### src/logic/stm_pkg.sv
package stm_pkg;

   // ==========================================================
   // Register offsets
   localparam logic [7:0] ADDR_ALARM_FLAGS_FIRST  = 8'h00;
   localparam logic [7:0] ADDR_SHARED_LOW_BITS    = 8'h03;
   localparam logic [7:0] ADDR_REMOTE_LOW_BITS    = 8'h04;
   localparam logic [7:0] ADDR_SUPPLY_HIGH_BITS   = 8'h06;
   localparam logic [7:0] ADDR_ONCHIP_HIGH_BITS   = 8'h07;
   localparam logic [7:0] ADDR_REMOTE_HIGH_BITS   = 8'h08;
   localparam logic [7:0] ADDR_SECOND_ALARM_FLAGS = 8'h10;
   localparam logic [7:0] ADDR_FIRST_CONTROL      = 8'h18;
   localparam logic [7:0] ADDR_SECOND_CONTROL     = 8'h19;
   localparam logic [7:0] ADDR_ALARM_MASK_FIRST   = 8'h1d;
   localparam logic [7:0] ADDR_ALARM_MASK_SECOND  = 8'h1e;
   localparam logic [7:0] ADDR_ONCHIP_OFFSET      = 8'h1f;
   localparam logic [7:0] ADDR_REMOTE_OFFSET      = 8'h20;
   localparam logic [7:0] ADDR_SUPPLY_UPPER       = 8'h23;
   localparam logic [7:0] ADDR_SUPPLY_LOWER       = 8'h24;
   localparam logic [7:0] ADDR_ONCHIP_UPPER       = 8'h25;
   localparam logic [7:0] ADDR_ONCHIP_LOWER       = 8'h26;
   localparam logic [7:0] ADDR_REMOTE_UPPER       = 8'h27;
   localparam logic [7:0] ADDR_REMOTE_LOWER       = 8'h28;

   // ==========================================================
   // Field positions
   localparam int MONITOR_ENABLE_BIT   = 0;
   localparam int ALERT_ACTIVE_HIGH_BIT = 6;
   localparam int SINGLE_CHANNEL_BIT   = 4;
   localparam int AVERAGING_OFF_BIT    = 5;
   localparam int FLAG_ONCHIP_HIGH     = 0;
   localparam int FLAG_ONCHIP_LOW      = 1;
   localparam int FLAG_REMOTE_HIGH     = 2;
   localparam int FLAG_REMOTE_LOW      = 3;
   localparam int FLAG_SUPPLY          = 0;

   // ==========================================================
   // Channels and counts
   localparam logic [1:0] CH_SUPPLY = 2'h0;
   localparam logic [1:0] CH_ONCHIP = 2'h1;
   localparam logic [1:0] CH_REMOTE = 2'h2;
   localparam logic [3:0] AVG_LAST  = 4'hf;

   // ==========================================================
   // Reset values
   localparam logic [7:0] SUPPLY_UPPER_RESET = 8'hc7;
   localparam logic [7:0] SUPPLY_LOWER_RESET = 8'h62;
   localparam logic [7:0] ONCHIP_UPPER_RESET = 8'h64;
   localparam logic [7:0] ONCHIP_LOWER_RESET = 8'hc9;
   localparam logic [7:0] REMOTE_UPPER_RESET = 8'h64;
   localparam logic [7:0] REMOTE_LOWER_RESET = 8'hc9;

   typedef enum logic [1:0] {
      STM_IDLE  = 2'b00,
      STM_START = 2'b01,
      STM_WAIT  = 2'b10
   } stm_seq_e;

   typedef struct packed {
      logic       rd;
      logic       wr;
      logic [7:0] addr;
      logic [7:0] wdata;
      logic       txn_active;
   } stm_reg_req_s;

   typedef struct packed {
      logic       done;
      logic [9:0] code;
   } stm_adc_rsp_s;

   typedef struct packed {
      stm_seq_e   seq;
      logic [1:0] chan;
      logic [3:0] cnt;
      logic [13:0] acc;
      logic [7:0] ctrl1;
      logic [7:0] ctrl2;
      logic [7:0] mask1;
      logic [7:0] mask2;
      logic [7:0] onchip_offset;
      logic [7:0] remote_offset;
      logic [7:0] supply_upper_limit;
      logic [7:0] supply_lower_limit;
      logic [7:0] onchip_upper;
      logic [7:0] onchip_lower;
      logic [7:0] remote_upper;
      logic [7:0] remote_lower;
      logic [9:0] res_supply;
      logic [9:0] res_onchip;
      logic [9:0] res_remote;
      logic [7:0] view_supply;
      logic [7:0] view_onchip;
      logic [7:0] view_remote;
      logic       lock_shared;
      logic       lock_remote;
      logic [7:0] flags1;
      logic [7:0] flags2;
      logic [7:0] rdata;
      logic       conv_start;
      logic [1:0] conv_chan;
      logic       ref_on;
      logic       alert;
   } stm_state_s;

   localparam stm_state_s STM_RESET_STATE = '{
      seq:                STM_IDLE,
      supply_upper_limit: SUPPLY_UPPER_RESET,
      supply_lower_limit: SUPPLY_LOWER_RESET,
      onchip_upper:       ONCHIP_UPPER_RESET,
      onchip_lower:       ONCHIP_LOWER_RESET,
      remote_upper:       REMOTE_UPPER_RESET,
      remote_lower:       REMOTE_LOWER_RESET,
      default:            '0
   };

endpackage

### src/logic/stm_sequencer.sv
// What this block does
// Supply pin is digitised as unsigned 10-bit code, first channel.
// Supply low two bits in shared low register, high eight in own register.
// Supply result checked against upper/lower limits; unmasked miss sets flag.
// Any unmasked out-of-limit flag drives alert to configured active level.
// Host sets single-channel bit and clears selects to watch supply only.
// Supply always uses internal reference; full-scale code means 7 V.
// After reset: round-robin, monitoring off, no conversions.
// Writing monitor-enable one in first control starts conversions.
// Round-robin order supply, on-chip, remote, then repeat forever.
// Bit 4 of second control selects single-channel mode.
// Select 00 picks supply, only lowest bit set (01) picks on-chip sensor.
// Single-channel conversions follow each other with no idle gap.
// Serial transaction halts conversion; resumes when it completes.
// On-chip offset is added before storing; result is two's complement.
// Remote result is the average of sixteen measurements.
// Temperatures are 10-bit two's complement, quarter degree per count.
// Stored temperatures are compared against their high and low limits.
// Reference amplifier powered only while monitoring is enabled.
// Low-bits read first freezes its high-bits registers until one is read.
// Averaging on after reset; bit 5 of second control disables it.
// Select with only second bit set picks remote; other codes reserved.
module stm_sequencer (
   input  wire logic                  mclk,
   input  wire logic                  arst_n,
   input  wire stm_pkg::stm_reg_req_s reg_req,
   output logic      [7:0]            reg_rdata,
   input  wire stm_pkg::stm_adc_rsp_s adc_rsp,
   output logic                       conv_start,
   output logic      [1:0]            conv_chan,
   output logic                       ref_amp_on,
   output logic                       alert
);

   // ==========================================================
   // State
   stm_pkg::stm_state_s st;
   stm_pkg::stm_state_s next_st;

   logic        mon_en;
   logic        single;
   logic        avg_on;
   logic [1:0]  sel_chan;
   logic        is_temp;
   logic        last_sample;
   logic [13:0] code_ext;
   logic [13:0] sum;
   logic [9:0]  avg;
   logic [9:0]  offset_ext;
   logic [9:0]  value;
   logic [1:0]  after_chan;
   logic        pending;

   always_comb begin
      mon_en   = st.ctrl1[stm_pkg::MONITOR_ENABLE_BIT];
      single   = st.ctrl2[stm_pkg::SINGLE_CHANNEL_BIT];
      avg_on   = ~st.ctrl2[stm_pkg::AVERAGING_OFF_BIT];
      // Reserved select code 11 falls back to the supply channel
      case (st.ctrl2[1:0])
         2'b01: sel_chan = stm_pkg::CH_ONCHIP;
         2'b10: sel_chan = stm_pkg::CH_REMOTE;
         default: sel_chan = stm_pkg::CH_SUPPLY;
      endcase
      is_temp     = (st.chan != stm_pkg::CH_SUPPLY);
      last_sample = !(is_temp && avg_on) || (st.cnt == stm_pkg::AVG_LAST);
      // Supply code is unsigned, temperature codes signed
      code_ext = is_temp ? {{4{adc_rsp.code[9]}}, adc_rsp.code}
                         : {4'h0, adc_rsp.code};
      sum      = 14'(st.acc + code_ext);
      avg      = (is_temp && avg_on) ? sum[13:4] : adc_rsp.code;
      offset_ext = (st.chan == stm_pkg::CH_ONCHIP)
                   ? {{2{st.onchip_offset[7]}}, st.onchip_offset}
                   : {{2{st.remote_offset[7]}}, st.remote_offset};
      value    = is_temp ? 10'(avg + offset_ext) : avg;
      if (single) begin
         after_chan = sel_chan;
      end else begin
         case (st.chan)
            stm_pkg::CH_SUPPLY: after_chan = stm_pkg::CH_ONCHIP;
            stm_pkg::CH_ONCHIP: after_chan = stm_pkg::CH_REMOTE;
            default:            after_chan = stm_pkg::CH_SUPPLY;
         endcase
      end
   end

   // ==========================================================
   // Next state
   always_comb begin
      next_st            = st;
      next_st.conv_start = 1'b0;
      pending            = 1'b0;

      // Register reads: data mux and read side effects
      if (reg_req.rd) begin
         case (reg_req.addr)
            stm_pkg::ADDR_ALARM_FLAGS_FIRST: begin
               next_st.rdata  = st.flags1;
               next_st.flags1 = 8'h00;
            end
            stm_pkg::ADDR_SECOND_ALARM_FLAGS: begin
               next_st.rdata  = st.flags2;
               next_st.flags2 = 8'h00;
            end
            stm_pkg::ADDR_SHARED_LOW_BITS: begin
               next_st.rdata = {4'h0, st.res_onchip[1:0], st.res_supply[1:0]};
               next_st.lock_shared = 1'b1;
            end
            stm_pkg::ADDR_REMOTE_LOW_BITS: begin
               next_st.rdata       = {6'h00, st.res_remote[1:0]};
               next_st.lock_remote = 1'b1;
            end
            stm_pkg::ADDR_SUPPLY_HIGH_BITS: begin
               next_st.rdata       = st.view_supply;
               next_st.lock_shared = 1'b0;
               next_st.lock_remote = 1'b0;
            end
            stm_pkg::ADDR_ONCHIP_HIGH_BITS: begin
               next_st.rdata       = st.view_onchip;
               next_st.lock_shared = 1'b0;
               next_st.lock_remote = 1'b0;
            end
            stm_pkg::ADDR_REMOTE_HIGH_BITS: begin
               next_st.rdata       = st.view_remote;
               next_st.lock_shared = 1'b0;
               next_st.lock_remote = 1'b0;
            end
            stm_pkg::ADDR_FIRST_CONTROL:     next_st.rdata = st.ctrl1;
            stm_pkg::ADDR_SECOND_CONTROL:    next_st.rdata = st.ctrl2;
            stm_pkg::ADDR_ALARM_MASK_FIRST:  next_st.rdata = st.mask1;
            stm_pkg::ADDR_ALARM_MASK_SECOND: next_st.rdata = st.mask2;
            stm_pkg::ADDR_ONCHIP_OFFSET:     next_st.rdata = st.onchip_offset;
            stm_pkg::ADDR_REMOTE_OFFSET:     next_st.rdata = st.remote_offset;
            stm_pkg::ADDR_SUPPLY_UPPER:      next_st.rdata = st.supply_upper_limit;
            stm_pkg::ADDR_SUPPLY_LOWER:      next_st.rdata = st.supply_lower_limit;
            stm_pkg::ADDR_ONCHIP_UPPER:      next_st.rdata = st.onchip_upper;
            stm_pkg::ADDR_ONCHIP_LOWER:      next_st.rdata = st.onchip_lower;
            stm_pkg::ADDR_REMOTE_UPPER:      next_st.rdata = st.remote_upper;
            stm_pkg::ADDR_REMOTE_LOWER:      next_st.rdata = st.remote_lower;
            default:                         next_st.rdata = 8'h00;
         endcase
      end

      // Register writes
      if (reg_req.wr) begin
         case (reg_req.addr)
            stm_pkg::ADDR_FIRST_CONTROL:     next_st.ctrl1 = reg_req.wdata;
            stm_pkg::ADDR_SECOND_CONTROL:    next_st.ctrl2 = reg_req.wdata;
            stm_pkg::ADDR_ALARM_MASK_FIRST:  next_st.mask1 = reg_req.wdata;
            stm_pkg::ADDR_ALARM_MASK_SECOND: next_st.mask2 = reg_req.wdata;
            stm_pkg::ADDR_ONCHIP_OFFSET:     next_st.onchip_offset = reg_req.wdata;
            stm_pkg::ADDR_REMOTE_OFFSET:     next_st.remote_offset = reg_req.wdata;
            stm_pkg::ADDR_SUPPLY_UPPER:      next_st.supply_upper_limit = reg_req.wdata;
            stm_pkg::ADDR_SUPPLY_LOWER:      next_st.supply_lower_limit = reg_req.wdata;
            stm_pkg::ADDR_ONCHIP_UPPER:      next_st.onchip_upper = reg_req.wdata;
            stm_pkg::ADDR_ONCHIP_LOWER:      next_st.onchip_lower = reg_req.wdata;
            stm_pkg::ADDR_REMOTE_UPPER:      next_st.remote_upper = reg_req.wdata;
            stm_pkg::ADDR_REMOTE_LOWER:      next_st.remote_lower = reg_req.wdata;
            default: ;
         endcase
      end

      // ==========================================================
      // Conversion sequencer
      case (st.seq)
         stm_pkg::STM_IDLE: begin
            if (mon_en && !reg_req.txn_active) begin
               next_st.chan = single ? sel_chan : stm_pkg::CH_SUPPLY;
               next_st.cnt  = 4'h0;
               next_st.acc  = 14'h0000;
               next_st.seq  = stm_pkg::STM_START;
            end
         end
         stm_pkg::STM_START: begin
            // Same reference for every channel, so the channel code is all the front end needs
            next_st.conv_start = 1'b1;
            next_st.conv_chan  = st.chan;
            next_st.seq        = stm_pkg::STM_WAIT;
         end
         stm_pkg::STM_WAIT: begin
            if (adc_rsp.done) begin
               next_st.seq = stm_pkg::STM_START;
               if (last_sample) begin
                  next_st.cnt  = 4'h0;
                  next_st.acc  = 14'h0000;
                  next_st.chan = after_chan;
                  case (st.chan)
                     stm_pkg::CH_SUPPLY: begin
                        next_st.res_supply = value;
                        // A masked supply miss leaves no flag, so unmasking later stays quiet
                        if ((value[9:2] > st.supply_upper_limit ||
                             value[9:2] <= st.supply_lower_limit) &&
                            !st.mask2[stm_pkg::FLAG_SUPPLY]) begin
                           next_st.flags2[stm_pkg::FLAG_SUPPLY] = 1'b1;
                        end
                     end
                     stm_pkg::CH_ONCHIP: begin
                        next_st.res_onchip = value;
                        next_st.flags1[stm_pkg::FLAG_ONCHIP_HIGH] = next_st.flags1[0] |
                           ($signed(value[9:2]) > $signed(st.onchip_upper));
                        next_st.flags1[stm_pkg::FLAG_ONCHIP_LOW] = next_st.flags1[1] |
                           ($signed(value[9:2]) <= $signed(st.onchip_lower));
                     end
                     default: begin
                        next_st.res_remote = value;
                        next_st.flags1[stm_pkg::FLAG_REMOTE_HIGH] = next_st.flags1[2] |
                           ($signed(value[9:2]) > $signed(st.remote_upper));
                        next_st.flags1[stm_pkg::FLAG_REMOTE_LOW] = next_st.flags1[3] |
                           ($signed(value[9:2]) <= $signed(st.remote_lower));
                     end
                  endcase
               end else begin
                  next_st.cnt = 4'(st.cnt + 4'h1);
                  next_st.acc = sum;
               end
            end
         end
         default: next_st.seq = stm_pkg::STM_IDLE;
      endcase

      // A transaction or disable discards the partial average and restarts cleanly
      if (reg_req.txn_active || !mon_en) begin
         next_st.seq = stm_pkg::STM_IDLE;
         next_st.conv_start = 1'b0;
      end

      // Frozen high-bit views keep the pair consistent for the host
      if (!next_st.lock_shared) begin
         next_st.view_supply = next_st.res_supply[9:2];
         next_st.view_onchip = next_st.res_onchip[9:2];
      end
      if (!next_st.lock_remote) begin
         next_st.view_remote = next_st.res_remote[9:2];
      end

      next_st.ref_on = next_st.ctrl1[stm_pkg::MONITOR_ENABLE_BIT];
      pending = |(next_st.flags1[3:0] & ~next_st.mask1[3:0]) |
                (next_st.flags2[stm_pkg::FLAG_SUPPLY] & ~next_st.mask2[stm_pkg::FLAG_SUPPLY]);
      next_st.alert = pending ~^ next_st.ctrl1[stm_pkg::ALERT_ACTIVE_HIGH_BIT];
   end

   always_ff @(posedge mclk or negedge arst_n) begin
      if (!arst_n) begin
         st <= stm_pkg::STM_RESET_STATE;
      end else begin
         st <= next_st;
      end
   end

   assign reg_rdata  = st.rdata;
   assign conv_start = st.conv_start;
   assign conv_chan  = st.conv_chan;
   assign ref_amp_on = st.ref_on;
   assign alert      = st.alert;

endmodule

### config.mk
export PLATFORM = sky130hd
export DESIGN_NAME = stm_sequencer
export DESIGN_NICKNAME = d
export VERILOG_FILES = /design/src/logic/stm_pkg.sv /design/src/logic/stm_sequencer.sv
export SDC_FILE = /design/constraint.sdc
export NUM_CORES = 1
export LEC_CHECK = 0
export BUFFER_PORTS_ARGS = -buffer_cell sky130_fd_sc_hd__buf_2
export CORE_ASPECT_RATIO = 1.2
export CORE_MARGIN = 3
export CORE_UTILIZATION = 65
export CTS_CLUSTER_DIAMETER = 40
export DETAILED_ROUTE_END_ITERATION = 10
export GPL_ROUTABILITY_DRIVEN = 0
export PLACE_DENSITY_LB_ADDON = 0.25
export SLEW_MARGIN = 20
export SYNTH_ARGS = -nofsm -noshare
export SYNTH_HDL_FRONTEND = slang
export SYNTH_SLANG_ARGS = --single-unit
export TNS_END_PERCENT = 20
### constraint.sdc
create_clock -name mclk -period 10.35 [get_ports mclk]
set_input_delay 2.07 -clock mclk [delete_from_list [all_inputs] [get_ports mclk]]
set_output_delay 2.07 -clock mclk [all_outputs]
set_load 0.05 [all_outputs]
# Word-level counts from Yosys, hierarchy flattened

Cells that the tools add are included.

Flip-flop bits (word level): 192
Output and inout bits: 13
Bits of input ports: 32
Logic and storage cells: 175

Mux-type cells: 52
$add $sub $neg: 3
Bitwise gates (word level): 12
Reductions and logical operators: 36
Eq/ne operators: 29
Order comparisons: 6

Operator list:

| cell                                                                   | number |
|---|---|
| 8-bit one-hot mux with 19 select lines                                 | 1 |
| 95-bit 2-to-1 mux                                                      | 1 |
| 30-bit 2-to-1 mux                                                      | 3 |
| 8-bit 2-to-1 mux                                                       | 11 |
| 10-bit 2-to-1 mux                                                      | 6 |
| 8-bit by 6-bit equality test with 1-bit output (second input constant) | 7 |
| 8-bit by 5-bit equality test with 1-bit output (second input constant) | 6 |
| 22-bit 2-to-1 mux                                                      | 2 |
| 20-bit one-hot mux with 2 select lines                                 | 1 |
| 26-bit 2-to-1 mux                                                      | 1 |
| 2-bit AND reduction                                                    | 13 |
| 8-bit by 3-bit equality test with 1-bit output (second input constant) | 3 |
| 8-bit > comparator                                                     | 3 |
| 8-bit less-or-equal comparator                                         | 3 |
| 18-bit 2-to-1 mux                                                      | 1 |
| 4-bit 2-to-1 mux                                                       | 4 |
| 4-bit AND reduction                                                    | 4 |
| 14-bit adder                                                           | 1 |
| 14-bit 2-to-1 mux                                                      | 1 |
| 2-bit 2-to-1 mux                                                       | 6 |
| 10-bit adder                                                           | 1 |
| 8-bit by 2-bit equality test with 1-bit output (second input constant) | 1 |
| 8-bit by 4-bit equality test with 1-bit output (second input constant) | 1 |
| 8-bit zero test                                                        | 1 |
| 27 further kinds                                                       | 56 |

# Longest topological paths before layout

Gate-level depths: netlist of run 1.

Depth in word-level cells: 17
Depth in mapped cells: 28
Gate-level depth less buffers: 28

# Worst setup path before layout of run 1

Ideal clock, no wire load.

Path type: input -> register
From: input port adc_rsp[0] (netlist bit)
To: register st, in the netlist alert
Slack: 2843 ps
Setup time: 79 ps
Path buffers: 0
Arrival time: 7428 ps
Required time: 10271 ps
Stages on the path: 25
Path through: ha_1 > fa_1 > a21o_1 > a21oi_1 > o21a_1 > nor3_1 > a41o_1 > a211o_1 > xnor2_1 > o21ai_0 > ha_1 > a211oi_1 > nand3_1 > o2111ai_1 > nor3b_1 > nand2_1 > xor2_1 > ha_1 > or3_1 > a2111oi_0 > o21ai_0 > a32o_1 > nor2b_1 > nor4_2 > xor2_1

RTL lines:

| what                 | RTL line             | text |
|---|---|---|
| from (decl)          | stm_sequencer.sv:28  | `input wire stm_pkg::stm_adc_rsp_s adc_rsp,` |
| to (signal assigned) | stm_sequencer.sv:243 | `st <= stm_pkg::STM_RESET_STATE;` |
| to (signal assigned) | stm_sequencer.sv:245 | `st <= next_st;` |
| to (decl)            | stm_sequencer.sv:37  | `stm_pkg::stm_state_s st;` |

==> results of run 1 <==
## metal layers
metal	share of wire, %	GRT usage, %	wire length (µm)
met4	7.2	22.26	2326
met1	37	42.44	11980
met3	8.4	6.920	2716
met5	0	0	0
met2	47	56.58	15320
## worst max-delay path by stage
stage               slack, ns              end  depth (start not counted)
global placement         2.33  alert$_DFF_PN0_                         26
global route             1.86  alert$_DFF_PN0_                         26
floorplan                2.84  alert$_DFF_PN0_                         25
CTS                      2.57  alert$_DFF_PN0_                         26
finish                   2.45  alert$_DFF_PN0_                         26
detailed placement       2.13  alert$_DFF_PN0_                         26
## metrics by stage
stage | power (µW) | hold WS [ns] | instances
after CTS | 1645 | 0.4894 | 1344
after floorplan | 920.4 | 0.4404 | 1092
after global placement | 984.7 | 0.4557 | 1312
after detailed placement | 991.2 | 0.4720 | 1312
final | 1643 | 0.4851 | 1344
after global routing | 1700 | 0.5048 | 1344
## final cells by class
class / instances / area [µm²]
multi-input combinational: 780 / 5927
timing repair buffer: 53 / 296.5
clock buffer: 17 / 425.4
clock inverter: 15 / 178.9
inverter: 72 / 270.3
fill: 1259 / 4741
tap: 216 / 270.3
sequential: 191 / 4807
## kinds of logic (layout without fill, tap and decap cells)
group	count (synthesis)	in the layout
flip-flops	191	191
AND/OR/NAND/NOR	293	293
adder cells (fa/ha/maj)	72	72
AO/OA/AOI/OAI	249	249
XOR/XNOR	20	20
multiplexers	146	146
buffers and inverters	121	157
## critical path, delay by kind of cell
family | cells | cell delay, ns
AOI/OAI and AO/OA | 12 | 2.92
buffers and inverters | 1 | 0.12
adders and majority gates | 4 | 1.22
and+or+nand+nor | 6 | 1.28
xor gates and xnor gates | 3 | 0.65
## placed cells by master (no fill, tap or decap), drive strengths merged, types with 19 or more instances in the layout
| cell type | count |
|---|---|
| ha | 68 |
| mux2 | 133 |
| a21oi | 41 |
| o21ai | 74 |
| a22oi | 25 |
| dfstp | 22 |
| nand3 | 24 |
| dfrtp | 169 |
| nor3 | 19 |
| inv | 77 |
| nand2 | 119 |
| nor2 | 55 |
| buf | 52 |
## flip-flops by register name (all words and copies together), names as in the netlist
register,count
mon_en,1
single,1
reg_rdata,8
st,177
conv_start,1
alert,1
conv_chan,2
## power by group
group	internal (µW)	total [µW]	leakage [µW]	switching (µW)
logic	67.6	187	0.00285	119
registers	773	796	0.00254	23.8
clock network	326	660	0.000290	334
==> reports/results.md, run 1 <==
| Item | Reported | Unit |
| --- | --- | --- |
| Number of CTS-inserted buffers | 17 | - |
| Post-synthesis share of cell area spent on xor and xnor gates | 1.555 | % |
| Share of the synthesized area in compound gates (AO/OA/AOI/OAI) | 14.94 | % |
| Startpoint kind of the worst setup timing path | input port | - |
| Via count | 9114 | - |
| Share of final-layout standard cells stronger than drive strength 1 | 24.73 | % |
| Routed wirelength normalized by instance count | 24.07 | µm |
| Fraction of the mapped netlist area in adder cells | 8.088 | % |
| Synthesized instance count | 1092 | - |
| Buffers on Ports | 44 | - |
| Number of global-route vias before repair | 9119 | - |
| # clock sinks | 191 | - |
| Critical Path RT | 10.71 | ns |
| Drt first pass iters | 6 | - |
| Tightest Pin Transition | 1.152 | ns |
| Top post-synthesis cells by count | sky130_fd_sc_hd__dfrtp_1, sky130_fd_sc_hd__mux2_2, sky130_fd_sc_hd__nand2_1 | - |
| Floorplan core area | 16920 | µm² |
| Total number of placement rows | 52 | - |
| Worst Clk Skew | 0.007775 | ns |
| Initial standard-cell utilization of the core | 66.58 | % |
| Post-synthesis cell type with the largest combined area | sky130_fd_sc_hd__dfrtp_1 | - |
| Area of the die | 18950 | µm² |
| Clk root buf | sky130_fd_sc_hd__clkbuf_16 | - |
| Maximum clock insertion buffer count | 2 | - |
| Capturing element type of the critical path | flop | - |
| H-tree levels | 4 | - |
| Floorplan die width | 126.2 | µm |
| Final instance area | 12180 | µm² |
| Count of maximum capacitance violations | 0 | - |
| Vias/cell | 6.781 | - |
| Post-placement worst setup slack | 2.129 | ns |
| Maximum ir drop on the vdd rail | 0.1118 | mV |
| Worst hold path endpoint | st[70]$_DFF_PN0_ | - |
| Max Freq | 0.1266 | GHz |
| Clk slew on worst S/H paths | 0.08 | ns |
| Final hold violation count | 0 | - |
| Final ANT Viol Nets | 0 | - |
| Slack of the worst reg-to-reg path | 3.57 | ns |
| Critical path class | in -> reg | - |
| Number of max-slew violations in the final report | 0 | - |
| Path class of the lowest-slack min-delay path | reg -> reg | - |
| GR Overflow Total | 0 | - |
| Initial antenna violation count | 0 | - |
| Area overhead of the layout relative to synthesis | 8.110 | % |
| Number of top-level design ports | 45 | - |
| Iteration-0 DRC Markers | 1111 | - |
| Smallest setup slack after layout | 2.454 | ns |
| Fraction of synthesized area in multiplexers | 14.79 | % |
| First-pass GRT wire length | 50.29 | mm |
| Cell repeated most along the worst path | sky130_fd_sc_hd__ha_1 | - |
| Number of setup violations in the final report | 0 | - |
| Synth async-reset ratio | 100.0 | % |
| Number of synthesized flops with an enable pin | 0 | - |
| Setup TNS after final layout | 0 | ns |
| Combinational family with the most area after synthesis | compound AO/OA/AOI/OAI gates | - |
| Count of unresolved DRC violations after routing | 0 | - |
| Cts-stage hold buffer count | 0 | - |
| Highest cell delay on the worst timing path | 0.45 | ns |
| Register area share after synthesis | 42.68 | % |
| Simple-gate share of the synthesized area | 13.23 | % |
| Power per standard cell area | 135.0 | nW/µm² |
| Launch instance of the worst min-delay path | st[70]$_DFF_PN0_ | - |
| Mapped Area | 11260 | µm² |
| CP max FO | 6 | - |
| Average cell area after synthesis | 10.31 | µm² |
| DP Wirelength | 23.55 | mm |
| Worst setup path start | adc_rsp[0] | - |
| Post-place instance area | 11570 | µm² |
| Maximum number of pins on one net before global-route repair | 115 | - |
| CP max stage cell | sky130_fd_sc_hd__a211oi_1 | - |
| Leakage power | 0.005687 | µW |
| Most frequent cell after synthesis | sky130_fd_sc_hd__dfrtp_1 | - |
| Worst slew margin relative to its limit | 22.58 | % |
| Setup Fix Bufs, Post-CTS | 0 | - |
| Unrepaired setup endpoints after global routing | false | - |
| Worst endpoint data arrival time | 8.26 | ns |
| Critical R2R Capture | alert$_DFF_PN0_ | - |
| Synth unique cells | 82 | - |
| Clock Latency Late Sink | 0.45 | ns |
| Dominant cells by area after synthesis | sky130_fd_sc_hd__dfrtp_1, sky130_fd_sc_hd__mux2_2, sky130_fd_sc_hd__ha_1, sky130_fd_sc_hd__dfstp_2, sky130_fd_sc_hd__nand2_1 | - |
| Overall track demand over capacity in global routing | 34.76 | % |
| Count of inserted antenna diode cells | 0 | - |
| Outcome | complete, no violations | - |
| Synthesized netlist net count | 1194 | - |
| Min-Delay Path Depth | 2 | - |
| Final period util | 76.29 | % |
| Die Y | 150.2 | µm |
| Top-area cell type share of the netlist area | 37.55 | % |
| Post-layout utilization of the core | 71.97 | % |
| Total of warnings raised by yosys | 0 | - |
| Depth of the most critical reg-to-reg path | 24 | - |
| Number of register bits inferred by synthesis | 191 | - |
| Final net count | 1217 | - |
| Number of cells upsized or downsized after cts | 0 | - |
| CTS tree | done | - |
| Worst flop-to-flop path startpoint | st[200]$_DFFE_PN0P_ | - |
| Main flop type after synthesis | sky130_fd_sc_hd__dfrtp_1 | - |
| Total Wirelength | 32.35 | mm |
| Min cycle time layout | 7.897 | ns |
Power figures use the tool's default switching activity.
==> run 2: changes to the inputs <==
--- a/config.mk
+++ b/config.mk
@@ -8,7 +8,7 @@
 export BUFFER_PORTS_ARGS = -buffer_cell sky130_fd_sc_hd__buf_2
 export CORE_ASPECT_RATIO = 1.2
 export CORE_MARGIN = 3
-export CORE_UTILIZATION = 65
+export CORE_UTILIZATION = 63
 export CTS_CLUSTER_DIAMETER = 40
 export DETAILED_ROUTE_END_ITERATION = 10
 export GPL_ROUTABILITY_DRIVEN = 0
==> constraint.sdc (replaced) <==
create_clock -name mclk -period 8.3 [get_ports mclk]
set_input_delay 1.66 -clock mclk [delete_from_list [all_inputs] [get_ports mclk]]
set_output_delay 1.66 -clock mclk [all_outputs]
set_load 0.05 [all_outputs]
==> reports/results.md, run 2 (synthesis gave the netlist of run 1 again) <==
| Item | Reported | Unit | vs previous |
| --- | --- | --- | --- |
| Number of global-route vias before repair | 9392 | - | +3.0% |
| Count of unresolved DRC violations after routing | 0 | - | unchanged |
| Iteration-0 DRC Markers | 988 | - | -11% |
| Setup TNS after final layout | 0 | ns | unchanged |
| Area overhead of the layout relative to synthesis | 8.654 | % |  |
| Number of top-level design ports | 45 | - | unchanged |
| Final instance area | 12240 | µm² | +0.50% |
| Startpoint kind of the worst setup timing path | input port | - |  |
| Share of final-layout standard cells stronger than drive strength 1 | 24.80 | % | +0.067 points |
| Count of filler cells inserted in the layout | 1263 | - | +0.32% |
| CP max stage cell | sky130_fd_sc_hd__a211oi_1 | - |  |
| Maximum ir drop on the vdd rail | 0.1489 | mV | +33% |
| Leakage power | 0.005712 | µW | +0.44% |
| H-tree levels | 4 | - | unchanged |
| Worst endpoint data arrival time | 7.76 | ns | -0.50 ns |
| Outcome | complete, no violations | - |  |
| Vias/cell | 6.833 | - | +0.76% |
| Number of max-slew violations in the final report | 0 | - | unchanged |
| # clock sinks | 191 | - | unchanged |
| Register ranked first by flip-flop count | st | - |  |
| Final net count | 1218 | - | +0.082% |
| Critical Path RT | 8.67 | ns | -2.04 ns |
| CP max FO | 6 | - | unchanged |
| Buffers on Ports | 44 | - | unchanged |
| Max Freq | 0.1353 | GHz |  |
| Overall track demand over capacity in global routing | 34.13 | % | -0.64 points |
| Post-place instance area | 11580 | µm² | about the same |
| Maximum clock insertion buffer count | 2 | - | unchanged |
| Area of the die | 19520 | µm² | +3.0% |
| Path class of the lowest-slack min-delay path | reg -> reg | - |  |
| Tightest Pin Transition | 1.019 | ns | -0.1331 ns |
| Clk root buf | sky130_fd_sc_hd__clkbuf_16 | - |  |
| Final hold violation count | 0 | - | unchanged |
| Power per standard cell area | 171.6 | nW/µm² | +27% |
| DP Wirelength | 23.98 | mm | +1.9% |
| Count of inserted antenna diode cells | 0 | - | unchanged |
| Initial antenna violation count | 1 | - | +1 |
| Total number of placement rows | 52 | - | unchanged |
| Routed wirelength normalized by instance count | 24.39 | µm | +1.3% |
| Unrepaired setup endpoints after global routing | false | - |  |
| Worst slew margin relative to its limit | 31.47 | % | +8.9 points |
| Number of setup violations in the final report | 0 | - | unchanged |
| CTS tree | done | - |  |
| Post-layout utilization of the core | 71.24 | % | -0.73 points |
| GR Overflow Total | 0 | - | unchanged |
| Clock Latency Late Sink | 0.45 | ns | about the same |
| Number of cells upsized or downsized after cts | 0 | - | unchanged |
| Number of flip-flops in the largest register | 177 | - | unchanged |
| Capturing element type of the critical path | flop | - |  |
| Maximum number of pins on one net before global-route repair | 109 | - | -5.2% |
| Most frequent standard cell in the layout excluding fill and tap cells | sky130_fd_sc_hd__dfrtp_1 | - |  |
| Cell repeated most along the worst path | sky130_fd_sc_hd__ha_1 | - |  |
| Critical path class | in -> reg | - |  |
| Via count | 9190 | - | +0.83% |
| Count of maximum capacitance violations | 0 | - | unchanged |
| Final period util | 89.02 | % |  |
| Min cycle time layout | 7.389 | ns |  |
| Clk slew on worst S/H paths | 0.08 | ns | about the same |
| Power after layout | 2100 | µW | +28% |
| Total Wirelength | 32.80 | mm | +1.4% |
| Number of CTS-inserted buffers | 17 | - | unchanged |
| Initial standard-cell utilization of the core | 65.57 | % | -1.0 points |
| Drt first pass iters | 8 | - | +2 |
| First-pass GRT wire length | 50.91 | mm | +1.2% |
| Floorplan core area | 17180 | µm² | +1.5% |
| Floorplan die width | 128.1 | µm | +1.5% |
| Worst Clk Skew | 0.01156 | ns | +0.003782 ns |
| Highest-count cells in the layout ignoring fill and taps | sky130_fd_sc_hd__dfrtp_1, sky130_fd_sc_hd__mux2_2, sky130_fd_sc_hd__nand2_1 | - |  |
| Final ANT Viol Nets | 0 | - | unchanged |
| Die Y | 152.5 | µm | +1.5% |
| Setup Fix Bufs, Post-CTS | 0 | - | unchanged |
| Highest cell delay on the worst timing path | 0.46 | ns | about the same |
| Cts-stage hold buffer count | 0 | - | unchanged |
-- run 2: worst max-delay path: cells and delay by family --
kind                       cells  cell delay, ns
AOI/OAI and AO/OA             11            2.79
xor gates and xnor gates       3            0.47
adders and majority gates      4            1.11
buffers and inverters          2            0.30
and+or+nand+nor                7            1.41
-- run 2: path summary, 6_finish.rpt --
| check | start | to | slack, ns | cells past startpoint |
|---|---|---|---|---|
| setup / recovery | adc_rsp[0] | alert$_DFF_PN0_ | 0.91 | 27 |
| hold / removal | st[198]$_DFFE_PN0P_ | st[198]$_DFFE_PN0P_ | 0.49 | 1 |
| setup reg to reg | st[200]$_DFFE_PN0P_ | alert$_DFF_PN0_ | 1.59 | 25 |
| hold reg to reg | st[198]$_DFFE_PN0P_ | st[198]$_DFFE_PN0P_ | 0.49 | 1 |
| max in group asynchronous | arst_n | st[45]$_DFFE_PN0N_ | 5.76 | 2 |
| min in group asynchronous | arst_n | st[182]$_DFFE_PN0P_ | 1.28 | 1 |
-- run 2: stage by stage --
stage                     setup slack, ns  hold WS, ns  cells
after detailed placement           0.5327       0.4665   1313
final                              0.9115       0.4871   1345
after CTS                          0.9960       0.4863   1345
after global placement             0.7146       0.4554   1313
after floorplan                     1.203       0.4404   1092
after global routing               0.5893       0.5130   1345
-- run 2: area by class of cell --
cell class	count	area, µm²	area share, %
sequential	191	4807	39.28
clock buffer	17	425.4	3.476
multi-input combinational	780	5936	48.51
timing repair buffer	54	307.8	2.515
tap	216	270.3	2.209
inverter	72	270.3	2.209
clock inverter	15	220.2	1.800
-- run 2: per-layer routing --
layer,wire [µm],global-route usage (%),up-vias
li1,-,-,4035
met1,12180,40.96,4478
met2,15570,55.27,532
met3,2558,6.487,145
met4,2498,23.05,0
met5,0,0,-
-- run 2: power by group --
group | switching, µW | total [µW] | internal [µW] | leakage (µW)
Clock | 445 | 869 | 424 | 0.000306
Combinational | 152 | 238 | 85.6 | 0.00286
Sequential | 29.9 | 993 | 963 | 0.00254
Total | 627 | 2100 | 1470 | 0.00571
==> run 3: changes to the inputs <==
--- a/config.mk
+++ b/config.mk
@@ -13,6 +13,8 @@
 export DETAILED_ROUTE_END_ITERATION = 10
 export GPL_ROUTABILITY_DRIVEN = 0
 export PLACE_DENSITY_LB_ADDON = 0.25
+export RECOVER_POWER = 25
+export REMOVE_ABC_BUFFERS = 1
 export SLEW_MARGIN = 20
 export SYNTH_ARGS = -nofsm -noshare
 export SYNTH_HDL_FRONTEND = slang
==> reports/results.md, run 3 (synthesis gave the netlist of run 1 again) <==
| Item | Reported | Unit | vs previous |
| --- | --- | --- | --- |
| Number of global-route vias before repair | 9004 | - | -4.1% |
| Failing checks | max-capacitance violations, max-slew violations | - |  |
| Area overhead of the layout relative to synthesis | 7.988 | % |  |
| Switching power as a share of total power | 25.57 | % | -4.3 points |
| Initial antenna violation count | 0 | - | -1 |
| Floorplan core area | 17180 | µm² | unchanged |
| Number of flip-flops in the largest register | 177 | - | unchanged |
| H-tree levels | 4 | - | unchanged |
| Max Freq | 0.1334 | GHz | -1.4% |
| Count of unresolved DRC violations after routing | 0 | - | unchanged |
| Capturing element type of the critical path | flop | - |  |
| Critical path capture point | alert$_DFF_PN0_ | - |  |
| CTS tree | done | - |  |
| Clock Latency Late Sink | 0.44 | ns | about the same |
| Final net count | 1215 | - | -0.25% |
| Startpoint kind of the worst setup timing path | input port | - |  |
| Leakage power | 0.005681 | µW | -0.53% |
| Critical R2R Capture | alert$_DFF_PN0_ | - |  |
| Slack of the worst reg-to-reg path | 1.53 | ns | -0.06 ns |
| Most frequent standard cell in the layout excluding fill and tap cells | sky130_fd_sc_hd__dfrtp_1 | - |  |
| Internal power component | 1552 | µW | +5.3% |
| GR Overflow Total | 0 | - | unchanged |
| Die Y | 152.5 | µm | unchanged |
| Worst setup path start | adc_rsp[0] | - |  |
| Total Wirelength | 31.88 | mm | -2.8% |
| Min-Delay Path Depth | 2 | - | +1 |
| Final ANT Viol Nets | 0 | - | unchanged |
| Clk slew on worst S/H paths | 0.07 | ns | about the same |
| Floorplan die width | 128.1 | µm | unchanged |
| Vias/cell | 6.851 | - | +0.27% |
| Net Sw Power | 533.1 | µW | -15% |
| DP Wirelength | 23.17 | mm | -3.4% |
| Share of final-layout standard cells stronger than drive strength 1 | 24.38 | % | -0.42 points |
| Count of inserted antenna diode cells | 0 | - | unchanged |
| Cts-stage hold buffer count | 0 | - | unchanged |
| First-pass GRT wire length | 49.85 | mm | -2.1% |
| Total number of placement rows | 52 | - | unchanged |
| Unrepaired setup endpoints after global routing | false | - |  |
| Depth of the most critical reg-to-reg path | 24 | - | -4.0% |
| Number of CTS-inserted buffers | 17 | - | unchanged |
| Part of the power in registers | 47.7 | % | +0.4 points |
| Setup TNS after final layout | 0 | ns | unchanged |
| Post-placement worst setup slack | 0.6264 | ns | +0.09370 ns |
| Critical path class | in -> reg | - |  |
| Number of max-slew violations in the final report | 115 | - | +115 |
| Maximum number of pins on one net before global-route repair | 115 | - | +5.5% |
| Iteration-0 DRC Markers | 957 | - | -3.1% |
| Area of combinational cells with multiple inputs | 5933 | µm² | about the same |
| # clock sinks | 191 | - | unchanged |
| Setup Fix Bufs, Post-CTS | 0 | - | unchanged |
| Number of top-level design ports | 45 | - | unchanged |
| Overall track demand over capacity in global routing | 33.14 | % | -0.99 points |
| Buffers on Ports | 44 | - | unchanged |
| Maximum clock insertion buffer count | 2 | - | unchanged |
| Path class of the lowest-slack min-delay path | reg -> reg | - |  |
| Number of cells upsized or downsized after cts | 0 | - | unchanged |
| Highest-count cells in the layout ignoring fill and taps | sky130_fd_sc_hd__dfrtp_1, sky130_fd_sc_hd__mux2_2, sky130_fd_sc_hd__nand2_1 | - |  |
| Worst slew margin relative to its limit | -302.1 | % | -330 points |
| Power per standard cell area | 171.4 | nW/µm² | -0.11% |
| Critical Path RT | 8.65 | ns | -0.02 ns |
| Clk root buf | sky130_fd_sc_hd__clkbuf_16 | - |  |
| Outcome | finished, violations left | - |  |
| Final hold violation count | 0 | - | unchanged |
| Initial standard-cell utilization of the core | 65.57 | % | unchanged |
| Register ranked first by flip-flop count | st | - |  |
| Routed wirelength normalized by instance count | 23.79 | µm | -2.4% |
| Worst flop-to-flop path startpoint | st[200]$_DFFE_PN0P_ | - |  |
| Worst endpoint data arrival time | 7.85 | ns | +0.09 ns |
| Register cell area after layout | 4807 | µm² | unchanged |
| Maximum ir drop on the vdd rail | 0.1852 | mV | +24% |
| Clk pwr share | 41.3 | % | about the same |
| Count of maximum capacitance violations | 1 | - | +1 |
| Number of setup violations in the final report | 0 | - | unchanged |
| Smallest setup slack after layout | 0.8042 | ns | -0.1073 ns |
| Via count | 9181 | - | -0.098% |
| Drt first pass iters | 7 | - | -1 |
| Count of filler cells inserted in the layout | 1271 | - | +0.63% |
| Min cycle time layout | 7.496 | ns | +0.1073 ns |
| CP max FO | 4 | - | -2 |
| Worst Clk Skew | 0.008237 | ns | -0.003321 ns |
| Tightest Pin Transition | 6.032 | ns | +5.013 ns |
| Final period util | 90.31 | % | +1.3 points |
| Combinational group share of total power | 11.1 | % | -0.2 points |
| Area of the die | 19520 | µm² | unchanged |
| Final instance area | 12160 | µm² | -0.61% |
| Post-place instance area | 11560 | µm² | -0.19% |
run 3: critical path: stages:
cell	delay (ns)
sky130_fd_sc_hd__buf_2	0.11
sky130_fd_sc_hd__ha_1	0.22
sky130_fd_sc_hd__fa_1	0.40
sky130_fd_sc_hd__a21o_1	0.20
sky130_fd_sc_hd__a21oi_1	0.28
sky130_fd_sc_hd__o21a_1	0.16
sky130_fd_sc_hd__nor3_1	0.10
sky130_fd_sc_hd__a41o_1	0.24
sky130_fd_sc_hd__a211o_1	0.33
sky130_fd_sc_hd__xnor2_1	0.14
sky130_fd_sc_hd__o21ai_0	0.18
sky130_fd_sc_hd__ha_1	0.30
sky130_fd_sc_hd__a211oi_1	0.48
sky130_fd_sc_hd__nand3_1	0.13
sky130_fd_sc_hd__o2111ai_1	0.19
sky130_fd_sc_hd__nor3b_1	0.33
sky130_fd_sc_hd__nand2_1	0.11
sky130_fd_sc_hd__xor2_1	0.20
sky130_fd_sc_hd__ha_1	0.24
sky130_fd_sc_hd__or3_1	0.38
sky130_fd_sc_hd__a2111oi_0	0.44
sky130_fd_sc_hd__o21ai_0	0.16
sky130_fd_sc_hd__a32o_1	0.29
sky130_fd_sc_hd__nor2b_1	0.13
sky130_fd_sc_hd__nor4_2	0.24
sky130_fd_sc_hd__xor2_1	0.19
run 3: power groups by stage:
| stage | clock [µW] | combinational, µW | sequential, µW |
|---|---|---|---|
| after floorplan | 0 | 132 | 1000 |
| after global placement | 0 | 219 | 1010 |
| after detailed placement | 0 | 225 | 1010 |
| after global routing | 892 | 254 | 997 |
| final | 860 | 230 | 994 |
| after CTS | 863 | 227 | 992 |
run 3: worst min path at each step:
stage	from	slack (ns)	end
final	st[64]$_DFF_PN0_	0.48	st[64]$_DFF_PN0_
after floorplan	st[72]$_DFF_PN0_	0.44	st[72]$_DFF_PN0_
after global placement	st[63]$_DFF_PN0_	0.46	st[63]$_DFF_PN0_
after detailed placement	st[72]$_DFF_PN0_	0.46	st[72]$_DFF_PN0_
after CTS	st[63]$_DFF_PN0_	0.48	st[63]$_DFF_PN0_
after global routing	st[63]$_DFF_PN0_	0.49	st[63]$_DFF_PN0_
run 3: area by class of cell:
| class | instances | share of cell area [%] |
|---|---|---|
| multi-input cells | 780 | 48.79 |
| flip-flops and latches | 191 | 39.53 |
| clock buffers | 21 | 3.951 |
| repair buffers | 51 | 2.222 |
| inverters | 72 | 2.222 |
| well taps | 216 | 2.222 |
| clock inverters | 9 | 1.070 |
run 3: through the flow:
stage          hold slack [ns]  power (µW)  cells  utilization [%]
6_report                0.4774        2085   1340            70.80
5_1_grt                 0.4927        2143   1340            70.80
4_1_cts                 0.4795        2082   1340            70.83
3_5_place_dp            0.4633        1234   1310            67.28
3_3_place_gp            0.4557        1226   1310            67.26
2_1_floorplan           0.4404        1133   1043                -
run 3: routing by layer:
layer	up-vias	global-route usage (%)	wire (µm)
li1	4017	-	-
met1	4499	43.89	12540
met4	0	17.90	1899
met5	-	0	0
met3	128	6.872	2643
met2	537	51.02	14800
